File: src/design/flc_pkg.sv
// Purpose: constants and types for the per-FIFO link configuration block
// Assumes: classic Wishbone register access, 32-bit data, word-aligned registers
// Notes: one configuration byte per FIFO index and direction
`default_nettype none
package flc_pkg;

    // ****************************************
    // sizes
    // ****************************************
    localparam int FLC_FIFO_NUM = 16;
    localparam int FLC_IDX_W = 4;
    localparam int FLC_SLOT_NUM = 32;
    localparam int FLC_SLOT_W = 5;
    localparam int FLC_CNT_W = 8;

    // ****************************************
    // register byte offsets
    // ****************************************
    localparam logic [7:0] FLC_OFS_SELECT = 8'h00;
    localparam logic [7:0] FLC_OFS_LINK_CFG = 8'h04;
    localparam logic [7:0] FLC_OFS_FIFO_CTRL = 8'h08;
    localparam logic [7:0] FLC_OFS_IRQ_STAT = 8'h0C;
    localparam logic [7:0] FLC_OFS_IRQ_MASK = 8'h10;
    localparam logic [7:0] FLC_OFS_STATUS = 8'h14;

    // ****************************************
    // field positions of the link configuration byte
    // ****************************************
    localparam int FLC_POS_FILL = 0;
    localparam int FLC_POS_MODE = 1;
    localparam int FLC_POS_IRQ_LO = 2;
    localparam int FLC_POS_IRQ_HI = 4;
    localparam int FLC_POS_FLOW_LO = 5;
    localparam int FLC_POS_FLOW_HI = 7;

    // ****************************************
    // reset values and counts
    // ****************************************
    localparam logic [7:0] FLC_LINK_CFG_RST = 8'h00;
    localparam logic [2:0] FLC_IRQ_OFF = 3'h0;
    localparam logic [2:0] FLC_IRQ_MAX_BLOCK = 3'h5;
    localparam logic [3:0] FLC_BLOCK_BIAS = 4'h2;
    localparam int FLC_EVT_W = 3;
    localparam int FLC_EVT_BLOCK = 0;
    localparam int FLC_EVT_FRAME = 1;
    localparam int FLC_EVT_DROP = 2;

    // ****************************************
    // data flow routing
    // ****************************************
    typedef struct packed {
        logic fifo_to_line;
        logic fifo_to_pcm;
        logic line_to_pcm;
        logic line_to_fifo;
        logic pcm_to_fifo;
        logic pcm_to_line;
    } flc_route_t;

    typedef enum logic {
        FLC_TX = 1'b0,
        FLC_RX = 1'b1
    } flc_dir_t;

endpackage
`default_nettype wire

File: src/design/flc_top.sv
// Purpose: per-FIFO link configuration registers, routing and FIFO interrupt logic
// Assumes: one clock, synchronous active-high reset, classic Wishbone slave
// Notes: Functional notes below; one level interrupt output
`timescale 1ns/100ps
`default_nettype none
module flc_top
    import flc_pkg::*;
(
    input wire logic clk_i,                       // 20 MHz clock
    input wire logic rst_i,                       // synchronous reset, high
    input wire logic wb_cyc_i,                    // wishbone cycle
    input wire logic wb_stb_i,                    // wishbone strobe
    input wire logic wb_we_i,                     // wishbone write
    input wire logic [7:0] wb_adr_i,              // wishbone byte address
    input wire logic [3:0] wb_sel_i,              // wishbone byte lanes
    input wire logic [31:0] wb_dat_i,             // wishbone write data
    output logic [31:0] wb_dat_o,                 // wishbone read data
    output logic wb_ack_o,                        // wishbone ack
    input wire logic [FLC_IDX_W-1:0] act_idx_i,   // FIFO index being served
    input wire logic act_dir_i,                   // direction being served
    input wire logic [FLC_CNT_W-1:0] act_cnt_i,   // read (tx) or write (rx) counter
    input wire logic act_cnt_step_i,              // counter advanced this cycle
    input wire logic act_frame_end_i,             // frame completed this cycle
    output logic act_enabled_o,                   // served FIFO enabled
    output logic act_transparent_o,               // served FIFO transparent
    output flc_route_t act_route_o,               // served FIFO data paths
    output logic irq_o                            // level interrupt
);
    // ****************************************
    // state
    // ****************************************
    typedef struct packed {
        logic [FLC_SLOT_NUM-1:0][7:0] cfg;
        logic [FLC_IDX_W-1:0] sel_idx;
        logic sel_dir;
        logic [FLC_SLOT_NUM-1:0] mix;
        logic [FLC_SLOT_NUM-1:0] pend;
        logic [FLC_EVT_W-1:0] stat;
        logic [FLC_EVT_W-1:0] mask;
        logic ack;
        logic [31:0] rdata;
        logic irq;
    } flc_state_t;

    flc_state_t st;
    flc_state_t next_st;

    function automatic logic [FLC_SLOT_W-1:0] slot_of(input logic [FLC_IDX_W-1:0] idx,
                                                      input logic dir);
        slot_of = {idx, dir};
    endfunction

    // block wrap: low v+2 bits go from all ones to all zeros
    function automatic logic block_wrap(input logic [2:0] v, input logic [FLC_CNT_W-1:0] cnt);
        logic [FLC_CNT_W-1:0] low_mask;
        low_mask = '0;
        block_wrap = 1'b0;
        if (v != FLC_IRQ_OFF && v <= FLC_IRQ_MAX_BLOCK) begin
            low_mask = FLC_CNT_W'((9'h001 << ({1'b0, v} + FLC_BLOCK_BIAS)) - 9'h001);
            block_wrap = ((cnt & low_mask) == '0);
        end
    endfunction

    logic [FLC_SLOT_W-1:0] sel_slot;
    logic [FLC_SLOT_W-1:0] act_slot;
    logic [7:0] act_cfg;
    logic [2:0] act_irq_cfg;
    logic sel_enabled;
    logic sel_transparent;
    flc_route_t sel_route;
    logic req;
    logic blk_evt;
    logic frm_evt;
    logic [FLC_EVT_W-1:0] evt;

    assign sel_slot = slot_of(st.sel_idx, st.sel_dir);
    assign act_slot = slot_of(act_idx_i, act_dir_i);
    assign act_cfg = st.cfg[act_slot];
    assign act_irq_cfg = act_cfg[FLC_POS_IRQ_HI:FLC_POS_IRQ_LO];
    assign req = wb_cyc_i && wb_stb_i && !st.ack;

    flc_route_dec u_act_dec (
        .cfg_i(act_cfg),
        .dir_i(act_dir_i),
        .enabled_o(act_enabled_o),
        .transparent_o(act_transparent_o),
        .route_o(act_route_o)
    );

    flc_route_dec u_sel_dec (
        .cfg_i(st.cfg[sel_slot]),
        .dir_i(st.sel_dir),
        .enabled_o(sel_enabled),
        .transparent_o(sel_transparent),
        .route_o(sel_route)
    );

    // ****************************************
    // FIFO interrupt events
    // ****************************************
    always_comb begin
        blk_evt = 1'b0;
        frm_evt = 1'b0;
        if (act_enabled_o) begin
            if (act_transparent_o && act_cnt_step_i) begin
                blk_evt = block_wrap(act_irq_cfg, act_cnt_i);
            end
            if (!act_transparent_o) begin
                frm_evt = act_frame_end_i;
                if (st.mix[act_slot] && act_cnt_step_i) begin
                    blk_evt = block_wrap(act_irq_cfg, act_cnt_i);
                end
            end
        end
        evt = '0;
        evt[FLC_EVT_BLOCK] = blk_evt;
        evt[FLC_EVT_FRAME] = frm_evt;
        evt[FLC_EVT_DROP] = !act_enabled_o && (act_cnt_step_i || act_frame_end_i);
    end

    // ****************************************
    // registers and bus
    // ****************************************
    always_comb begin
        next_st = st;
        next_st.ack = req;
        next_st.rdata = '0;
        if (act_enabled_o && (blk_evt || frm_evt)) begin
            next_st.pend[act_slot] = 1'b1;
        end
        if (req && !wb_we_i) begin
            unique case (wb_adr_i)
                FLC_OFS_SELECT: next_st.rdata = {27'h0, st.sel_idx, st.sel_dir};
                FLC_OFS_LINK_CFG: next_st.rdata = {24'h0, st.cfg[sel_slot]};
                FLC_OFS_FIFO_CTRL: next_st.rdata = {31'h0, st.mix[sel_slot]};
                FLC_OFS_IRQ_STAT: next_st.rdata = {29'h0, st.stat};
                FLC_OFS_IRQ_MASK: next_st.rdata = {29'h0, st.mask};
                FLC_OFS_STATUS: next_st.rdata = st.pend;
                default: next_st.rdata = '0;
            endcase
            if (wb_adr_i == FLC_OFS_SELECT) begin
                next_st.rdata[8] = sel_enabled;
                next_st.rdata[9] = sel_transparent;
                next_st.rdata[15:10] = sel_route;
            end
        end
        if (req && wb_we_i && wb_sel_i[0]) begin
            unique case (wb_adr_i)
                FLC_OFS_SELECT: begin
                    next_st.sel_dir = wb_dat_i[0];
                    next_st.sel_idx = wb_dat_i[FLC_IDX_W:1];
                end
                FLC_OFS_LINK_CFG: next_st.cfg[sel_slot] = wb_dat_i[7:0];
                FLC_OFS_FIFO_CTRL: next_st.mix[sel_slot] = wb_dat_i[0];
                FLC_OFS_IRQ_MASK: next_st.mask = wb_dat_i[FLC_EVT_W-1:0];
                default: ;
            endcase
        end
        // set wins over write-one-to-clear
        if (req && wb_we_i && wb_sel_i[0] && wb_adr_i == FLC_OFS_IRQ_STAT) begin
            next_st.stat = st.stat & ~wb_dat_i[FLC_EVT_W-1:0];
        end
        if (req && wb_we_i && wb_adr_i == FLC_OFS_STATUS) begin
            next_st.pend = st.pend & ~wb_dat_i;
            if (act_enabled_o && (blk_evt || frm_evt)) begin
                next_st.pend[act_slot] = 1'b1;
            end
        end
        next_st.stat = next_st.stat | evt;
        next_st.irq = |(next_st.stat & next_st.mask);
    end

    always_ff @(posedge clk_i) begin
        if (rst_i) begin
            st <= '0;
            for (int i = 0; i < FLC_SLOT_NUM; i++) begin
                st.cfg[i] <= FLC_LINK_CFG_RST;
            end
        end else begin
            st <= next_st;
        end
    end

    assign wb_ack_o = st.ack;
    assign wb_dat_o = st.rdata;
    assign irq_o = st.irq;

    // ****************************************
    // checks
    // ****************************************
    // disabled no paths
    disabled_no_route_a: assert property (@(posedge clk_i) disable iff (rst_i)
        !act_enabled_o |-> act_route_o == '0)
        else $error("disabled FIFO has an active path");
    zero_disables_a: assert property (@(posedge clk_i) disable iff (rst_i)
        (act_irq_cfg == FLC_IRQ_OFF) |-> !act_enabled_o && !blk_evt && !frm_evt)
        else $error("zero field left FIFO enabled");
    high_silent_a: assert property (@(posedge clk_i) disable iff (rst_i)
        (act_transparent_o && act_irq_cfg > FLC_IRQ_MAX_BLOCK) |-> !blk_evt)
        else $error("block interrupt from value 6 or 7");
    wrap_sets_flag_a: assert property (@(posedge clk_i) disable iff (rst_i)
        (blk_evt && !(req && wb_we_i)) |=> st.stat[FLC_EVT_BLOCK])
        else $error("block event not recorded");
    frame_flag_a: assert property (@(posedge clk_i) disable iff (rst_i)
        (act_enabled_o && !act_transparent_o && act_frame_end_i) |=> st.stat[FLC_EVT_FRAME])
        else $error("frame end not recorded");
    no_mix_block_a: assert property (@(posedge clk_i) disable iff (rst_i)
        (!act_transparent_o && !st.mix[act_slot]) |-> !blk_evt)
        else $error("HDLC block interrupt without mixed option");
    line_pcm_tx_a: assert property (@(posedge clk_i) disable iff (rst_i)
        act_route_o.line_to_pcm |-> act_dir_i == FLC_TX)
        else $error("line to PCM on receive FIFO");
    pcm_line_stored_a: assert property (@(posedge clk_i) disable iff (rst_i)
        act_route_o.pcm_to_line |-> act_route_o.pcm_to_fifo)
        else $error("PCM to line not stored");
    cfg_write_a: assert property (@(posedge clk_i) disable iff (rst_i)
        (req && wb_we_i && wb_sel_i[0] && wb_adr_i == FLC_OFS_LINK_CFG)
        |=> st.cfg[$past(sel_slot)][FLC_POS_MODE] == $past(wb_dat_i[FLC_POS_MODE]))
        else $error("mode bit not stored");
    bus_ack_a: assert property (@(posedge clk_i) disable iff (rst_i)
        req |=> wb_ack_o ##1 !wb_ack_o)
        else $error("ack not one cycle");
    tx_line_out_a: assert property (@(posedge clk_i) disable iff (rst_i)
        (act_enabled_o && act_dir_i == FLC_TX)
        |-> act_route_o.fifo_to_line == !act_cfg[FLC_POS_FLOW_HI-1])
        else $error("transmit FIFO to line path wrong");
    tx_pcm_src_a: assert property (@(posedge clk_i) disable iff (rst_i)
        (act_enabled_o && act_dir_i == FLC_TX)
        |-> act_route_o.line_to_pcm == act_cfg[FLC_POS_FLOW_HI]
            && act_route_o.fifo_to_pcm == !act_cfg[FLC_POS_FLOW_HI])
        else $error("transmit PCM source wrong");
    pcm_only_pair_a: assert property (@(posedge clk_i) disable iff (rst_i)
        (act_enabled_o && act_dir_i == FLC_TX
            && act_cfg[FLC_POS_FLOW_HI:FLC_POS_FLOW_HI-1] == 2'h1)
        |-> act_route_o.fifo_to_pcm && !act_route_o.fifo_to_line && !act_route_o.line_to_pcm)
        else $error("code pair 01 not PCM only");
    tx_paths_only_a: assert property (@(posedge clk_i) disable iff (rst_i)
        (act_dir_i == FLC_TX)
        |-> !act_route_o.line_to_fifo && !act_route_o.pcm_to_fifo && !act_route_o.pcm_to_line)
        else $error("receive path on transmit FIFO");
    rx_source_a: assert property (@(posedge clk_i) disable iff (rst_i)
        (act_enabled_o && act_dir_i == FLC_RX)
        |-> act_route_o.line_to_fifo == !act_cfg[FLC_POS_FLOW_LO]
            && act_route_o.pcm_to_line == act_cfg[FLC_POS_FLOW_LO+1])
        else $error("receive routing wrong");
    rx_paths_only_a: assert property (@(posedge clk_i) disable iff (rst_i)
        (act_dir_i == FLC_RX)
        |-> !act_route_o.fifo_to_line && !act_route_o.fifo_to_pcm)
        else $error("transmit path on receive FIFO");
    nonzero_enables_a: assert property (@(posedge clk_i) disable iff (rst_i)
        (act_irq_cfg != FLC_IRQ_OFF) |-> act_enabled_o)
        else $error("nonzero field left FIFO disabled");
    trp_no_frame_a: assert property (@(posedge clk_i) disable iff (rst_i)
        act_transparent_o |-> !frm_evt)
        else $error("frame event in transparent mode");
    drop_flag_a: assert property (@(posedge clk_i) disable iff (rst_i)
        (!act_enabled_o && (act_cnt_step_i || act_frame_end_i)) |=> st.stat[FLC_EVT_DROP])
        else $error("activity on disabled FIFO not recorded");
    pend_set_a: assert property (@(posedge clk_i) disable iff (rst_i)
        frm_evt |=> st.pend[$past(act_slot)])
        else $error("frame end slot not pending");
    stat_clear_a: assert property (@(posedge clk_i) disable iff (rst_i)
        (req && wb_we_i && wb_sel_i[0] && wb_adr_i == FLC_OFS_IRQ_STAT
            && wb_dat_i[FLC_EVT_FRAME] && !frm_evt) |=> !st.stat[FLC_EVT_FRAME])
        else $error("frame flag not cleared");
    read_idle_zero_a: assert property (@(posedge clk_i) disable iff (rst_i)
        !wb_ack_o |-> wb_dat_o == '0)
        else $error("read data outside ack");
endmodule
`default_nettype wire

File: src/design/flc_route_dec.sv
// Purpose: decodes mode, enable and routing of one FIFO from its configuration byte
// Assumes: combinational, used by the main register block
// Notes: a disabled FIFO yields an all-zero route
`timescale 1ns/100ps
`default_nettype none
module flc_route_dec
    import flc_pkg::*;
(
    input wire logic [7:0] cfg_i,     // configuration byte of the FIFO
    input wire logic dir_i,           // 0 transmit, 1 receive
    output logic enabled_o,           // FIFO enabled
    output logic transparent_o,       // transparent byte processing
    output flc_route_t route_o        // active data paths
);
    logic [2:0] flow;
    logic [2:0] irq_cfg;

    assign flow = cfg_i[FLC_POS_FLOW_HI:FLC_POS_FLOW_LO];
    assign irq_cfg = cfg_i[FLC_POS_IRQ_HI:FLC_POS_IRQ_LO];
    assign transparent_o = cfg_i[FLC_POS_MODE];
    assign enabled_o = (irq_cfg != FLC_IRQ_OFF);

    always_comb begin
        route_o = '0;
        if (dir_i == FLC_TX) begin
            unique case (flow[2:1])
                2'h0: begin
                    route_o.fifo_to_line = 1'b1;
                    route_o.fifo_to_pcm = 1'b1;
                end
                2'h1: route_o.fifo_to_pcm = 1'b1;
                2'h2: begin
                    route_o.fifo_to_line = 1'b1;
                    route_o.line_to_pcm = 1'b1;
                end
                2'h3: route_o.line_to_pcm = 1'b1;
            endcase
        end else begin
            route_o.line_to_fifo = ~flow[0];
            route_o.pcm_to_fifo = flow[0];
            route_o.pcm_to_line = flow[1];
            if (flow[1]) begin
                route_o.pcm_to_fifo = 1'b1;
            end
        end
        if (!enabled_o) begin
            route_o = '0;
        end
    end
endmodule
`default_nettype wire

File: config.mk
export PLATFORM = sky130hd
export DESIGN_NAME = flc_top
export DESIGN_NICKNAME = d
export VERILOG_FILES = /design/src/design/flc_pkg.sv /design/src/design/flc_top.sv /design/src/design/flc_route_dec.sv
export SDC_FILE = /design/constraint.sdc
export NUM_CORES = 1
export LEC_CHECK = 0
export BUFFER_PORTS_ARGS = -buffer_cell sky130_fd_sc_hd__buf_4
export CORE_MARGIN = 2
export CORE_UTILIZATION = 57
export CTS_BUF_LIST = sky130_fd_sc_hd__clkbuf_4
export CTS_CLUSTER_DIAMETER = 120
export CTS_CLUSTER_SIZE = 25
export DETAILED_ROUTE_END_ITERATION = 8
export PLACE_DENSITY_LB_ADDON = 0.12
export SLEW_MARGIN = 10
export SYNTH_ARGS = -nofsm -noshare
export SYNTH_HDL_FRONTEND = slang
export SYNTH_SLANG_ARGS = --single-unit
File: constraint.sdc
create_clock -name clk_i -period 3.9 [get_ports clk_i]
set_input_delay 0.195 -clock clk_i [delete_from_list [all_inputs] [get_ports clk_i]]
set_output_delay 0.195 -clock clk_i [all_outputs]
set_load 0.05 [all_outputs]
==> reports/results.ini <==
[worst_setup_path]
critPathTopFamily=simple AND/OR/NAND/NOR gates
cp_slowest_cell=or4_4
cp.buffers_inverters=3
end_kind=flip-flop
max_stage_delay_ns=0.61
worst_ep_arrival_time_ns=4.83
path_class=reg2reg
cp.required_ns=4.64
crit_path_start_kind=flip-flop
cp_num_cells=19
cp_max_fo=8
ff2ff_path_depth=19
crit_chain=mux2i_1 > o22ai_1 > or4_4 > nor2_8 > ha_4 > inv_1 > nor2_4 > o21ai_2 > or2_4 > ha_4 > and3_2 > a21oi_2 > mux2i_1 > or4_4 > o31ai_4 > buf_12 > clkbuf_16 > a32oi_1 > nor2_1

[run]
maxCapViolations=0

[sta]
min_period_ns=4.10
period_share_pct=105
slew_violations=0
rsz0062_at_grt=true
setup_violations=34
tightestPinTransition_ns=1.25
finalClockSkew_ns=0.0619
worst_slack_ns=-0.195
clock.fmax_ghz=0.244
whs_ns=0.0743
finalHoldViolations=0
slew_headroom_pct=16.5

[finish]
fin_nets=2208
seq_area_sq_um=7330
nFillCells=2628
final_layout_size_suffix_gt1_share_pct=20.3
multi_input_area_sq_um=10000
layout-area-overhead-vs-synth_pct=11.8

[clock_network]
clockBufferDepth=3
cts-buffers-inserted=18
cts_sinks=365
cts.clk_slew.worst_paths_ns=0.28
cts_tree=yes
clk_latency_ns=0.81
cts-htree-levels=1
root_buffer=clkbuf_4

[yosys]
netlist.area_leader.share_pct=39.9
synth_edf_count=0
yosysWarnings=0
synth_top_area_cell=dfxtp_1
synthCells=2083
netlist_area_sq_um=18300
syn-num-nets=2150
ys_seq_elements=365
ys_seq_area_share_pct=39.9
synth_top_cells_by_area=dfxtp_1 40%, mux4_2 13%, a21oi_1 8.5%
syn_avg_cell_area_sq_um=8.80
async_flop_share_pct=0
synthFlopType=dfxtp_1
synth.distinct_cells=68

[floorplanning]
die_h_um=183
die_w_um=183
floorplan.core_area_sq_um=31600
ios=106
initial_core_util_pct=57.9
rows=65
die_area_sq_um=33600

[detailed_routing]
drt-initial-drc-count=2452
routedWlPerCell_um=24.4
routed_wl_um=62200
vias_per_cell=6.74
drc=0
vias=17200
first_pass_iters=6
ant_nets=0

[global_route]
overflow=0
antenna_found_initial=3
grt_max_degree=175
grt_pass1_wl_um=94600
first_global_vias=16000
gr-usage-all-layers_pct=36.2

[run_status]
violations=setup timing
run_status=finished, violations left

[worst_hold_path]
holdCritPathClass=in2reg
hold_path_depth=6

[pwr]
irDropWorstVdd_v=0.000303
p_sw_share_pct=25.3
power_density_nw_per_um2=274
power.share.clock_pct=26.5
power_leakage_uw=0.00665
p_int_uw=4190
power_uw=5610
power_switching_uw=1420
combPwrFrac_pct=6.8
seqPwrFrac_pct=66.7

[place]
dp_hpwl_um=40900
gp_congestion=1.04
port_buffers=102

-- kinds of logic (layout without fill, tap and decap cells) --
| kind of cell | count (synthesis) | count (layout) | share of synthesized area [%] |
|---|---|---|---|
| flip-flops | 365 | 365 | 39.9 |
| buffers and inverters | 257 | 317 | 6.75 |
| other | 0 | 2 | 0 |
| multiplexers | 180 | 180 | 17.1 |
| adder cells (fa/ha/maj) | 3 | 3 | 0.205 |
| AO/OA/AOI/OAI | 481 | 481 | 15.6 |
| AND/OR/NAND/NOR | 797 | 797 | 20.5 |
-- synthesized netlist by cell type, types with 12 or more instances --
library cell  instances
a211oi_1             32
a21oi_1             311
a22oi_1              42
a32oi_1              27
and2_1               19
buf_1                18
buf_4                37
buf_6                14
clkbuf_1            158
dfxtp_1             365
inv_1                18
mux2i_1              70
mux4_2              106
nand2_1             352
nand3_1             270
nor2_1               61
nor3_1               12
o22ai_1              35
-- state kept, by name, summed over array words and instances (netlist names) --
register,flops
irq_o,1
wb_dat_o,32
sel_slot,5
wb_ack_o,1
st,326
-- through the flow --
step / setup WS (ns) / instance area, sq um / setup TNS (ns) / cells / util (%)
floorplan: 0.0581 / 18400 / 0 / 2083 / -
global placement: -0.214 / 19600 / -6.19 / 2468 / 61.9
detailed placement: -0.236 / 19600 / -6.81 / 2468 / 61.9
CTS: -0.00806 / 20200 / -0.00806 / 2536 / 64.0
global route: -0.302 / 20500 / -8.15 / 2547 / 64.7
finish: -0.195 / 20500 / -4.56 / 2547 / 64.7
-- power groups by stage --
| stage | clock network [uW] | logic, uW | registers (uW) |
|---|---|---|---|
| after floorplan | 0 | 206 | 3810 |
| after global placement | 0 | 329 | 3810 |
| after detailed placement | 0 | 332 | 3810 |
| after CTS | 1470 | 367 | 3740 |
| after global routing | 1610 | 396 | 3750 |
| final | 1490 | 381 | 3740 |
-- cell usage in the layout (no fill, tap or decap), types with 6 or more instances in the layout --
cell type and n:
nand2_1 352, dfxtp_1 351, a21oi_1 309, nand3_1 268
buf_4 213, mux4_2 106, mux2i_1 63, nor2_1 56
dlygate4sd3_1 46, a22oi_1 42, o22ai_1 35, a211oi_1 32
a32oi_1 22, clkbuf_4 20, and2_1 19, inv_1 18
dfxtp_2 12, nor3_1 11, buf_12 11, nand4_1 8
mux2i_2 7, or4bb_1 6, nor4_1 6, nand2b_1 6
and3_1 6
-- worst min-delay path: stages --
cell     delay [ns]
buf_4          0.08
nor3_1         0.04
buf_4          0.14
and3_1         0.21
nand2_1        0.07
a31oi_1        0.07
-- area by class of cell --
class                   instances  area share [%]
diodes                          2          0.0244
well taps                     402            2.46
clock inverters                 2           0.202
multi-input cells            1461            48.9
flip-flops and latches        365            35.8
clock buffers                  20           0.733
inverters                      20           0.379
repair buffers                275            11.6
-- metal layers --
layer  vias up  GRT usage [%]  share of wire (%)  wire length (um)
met1      8203           51.9                 40             25100
met5         -              0              0.053                33
met2      1170           55.1                 44             27600
li1       7647              -                  -                 -
met3       134           7.90                 12              7690
met4         4           10.8                2.8              1730
-- final timing paths --
path	from	endpoint	slack [ns]
hold / removal	wb_adr_i[4]	wb_dat_o[0]	0.07
setup reg to reg	st[344]	st[65]	-0.20
hold reg to reg	st[189]	st[189]	0.47
setup / recovery	st[344]	st[65]	-0.20
-- timing repair --
| action | CTS | global route |
|---|---|---|
| gates cloned | 0 | 3 |
| gates resized for setup | 4 | 31 |
| endpoints found under the hold margin | 313 | 0 |
| endpoints found under the setup margin | 14 | 34 |
| hold buffers | 46 | 0 |
| pin swaps | 1 | 32 |
| buffers inserted | 0 | 6 |
Note: power is estimated with default switching activity, not from simulation.
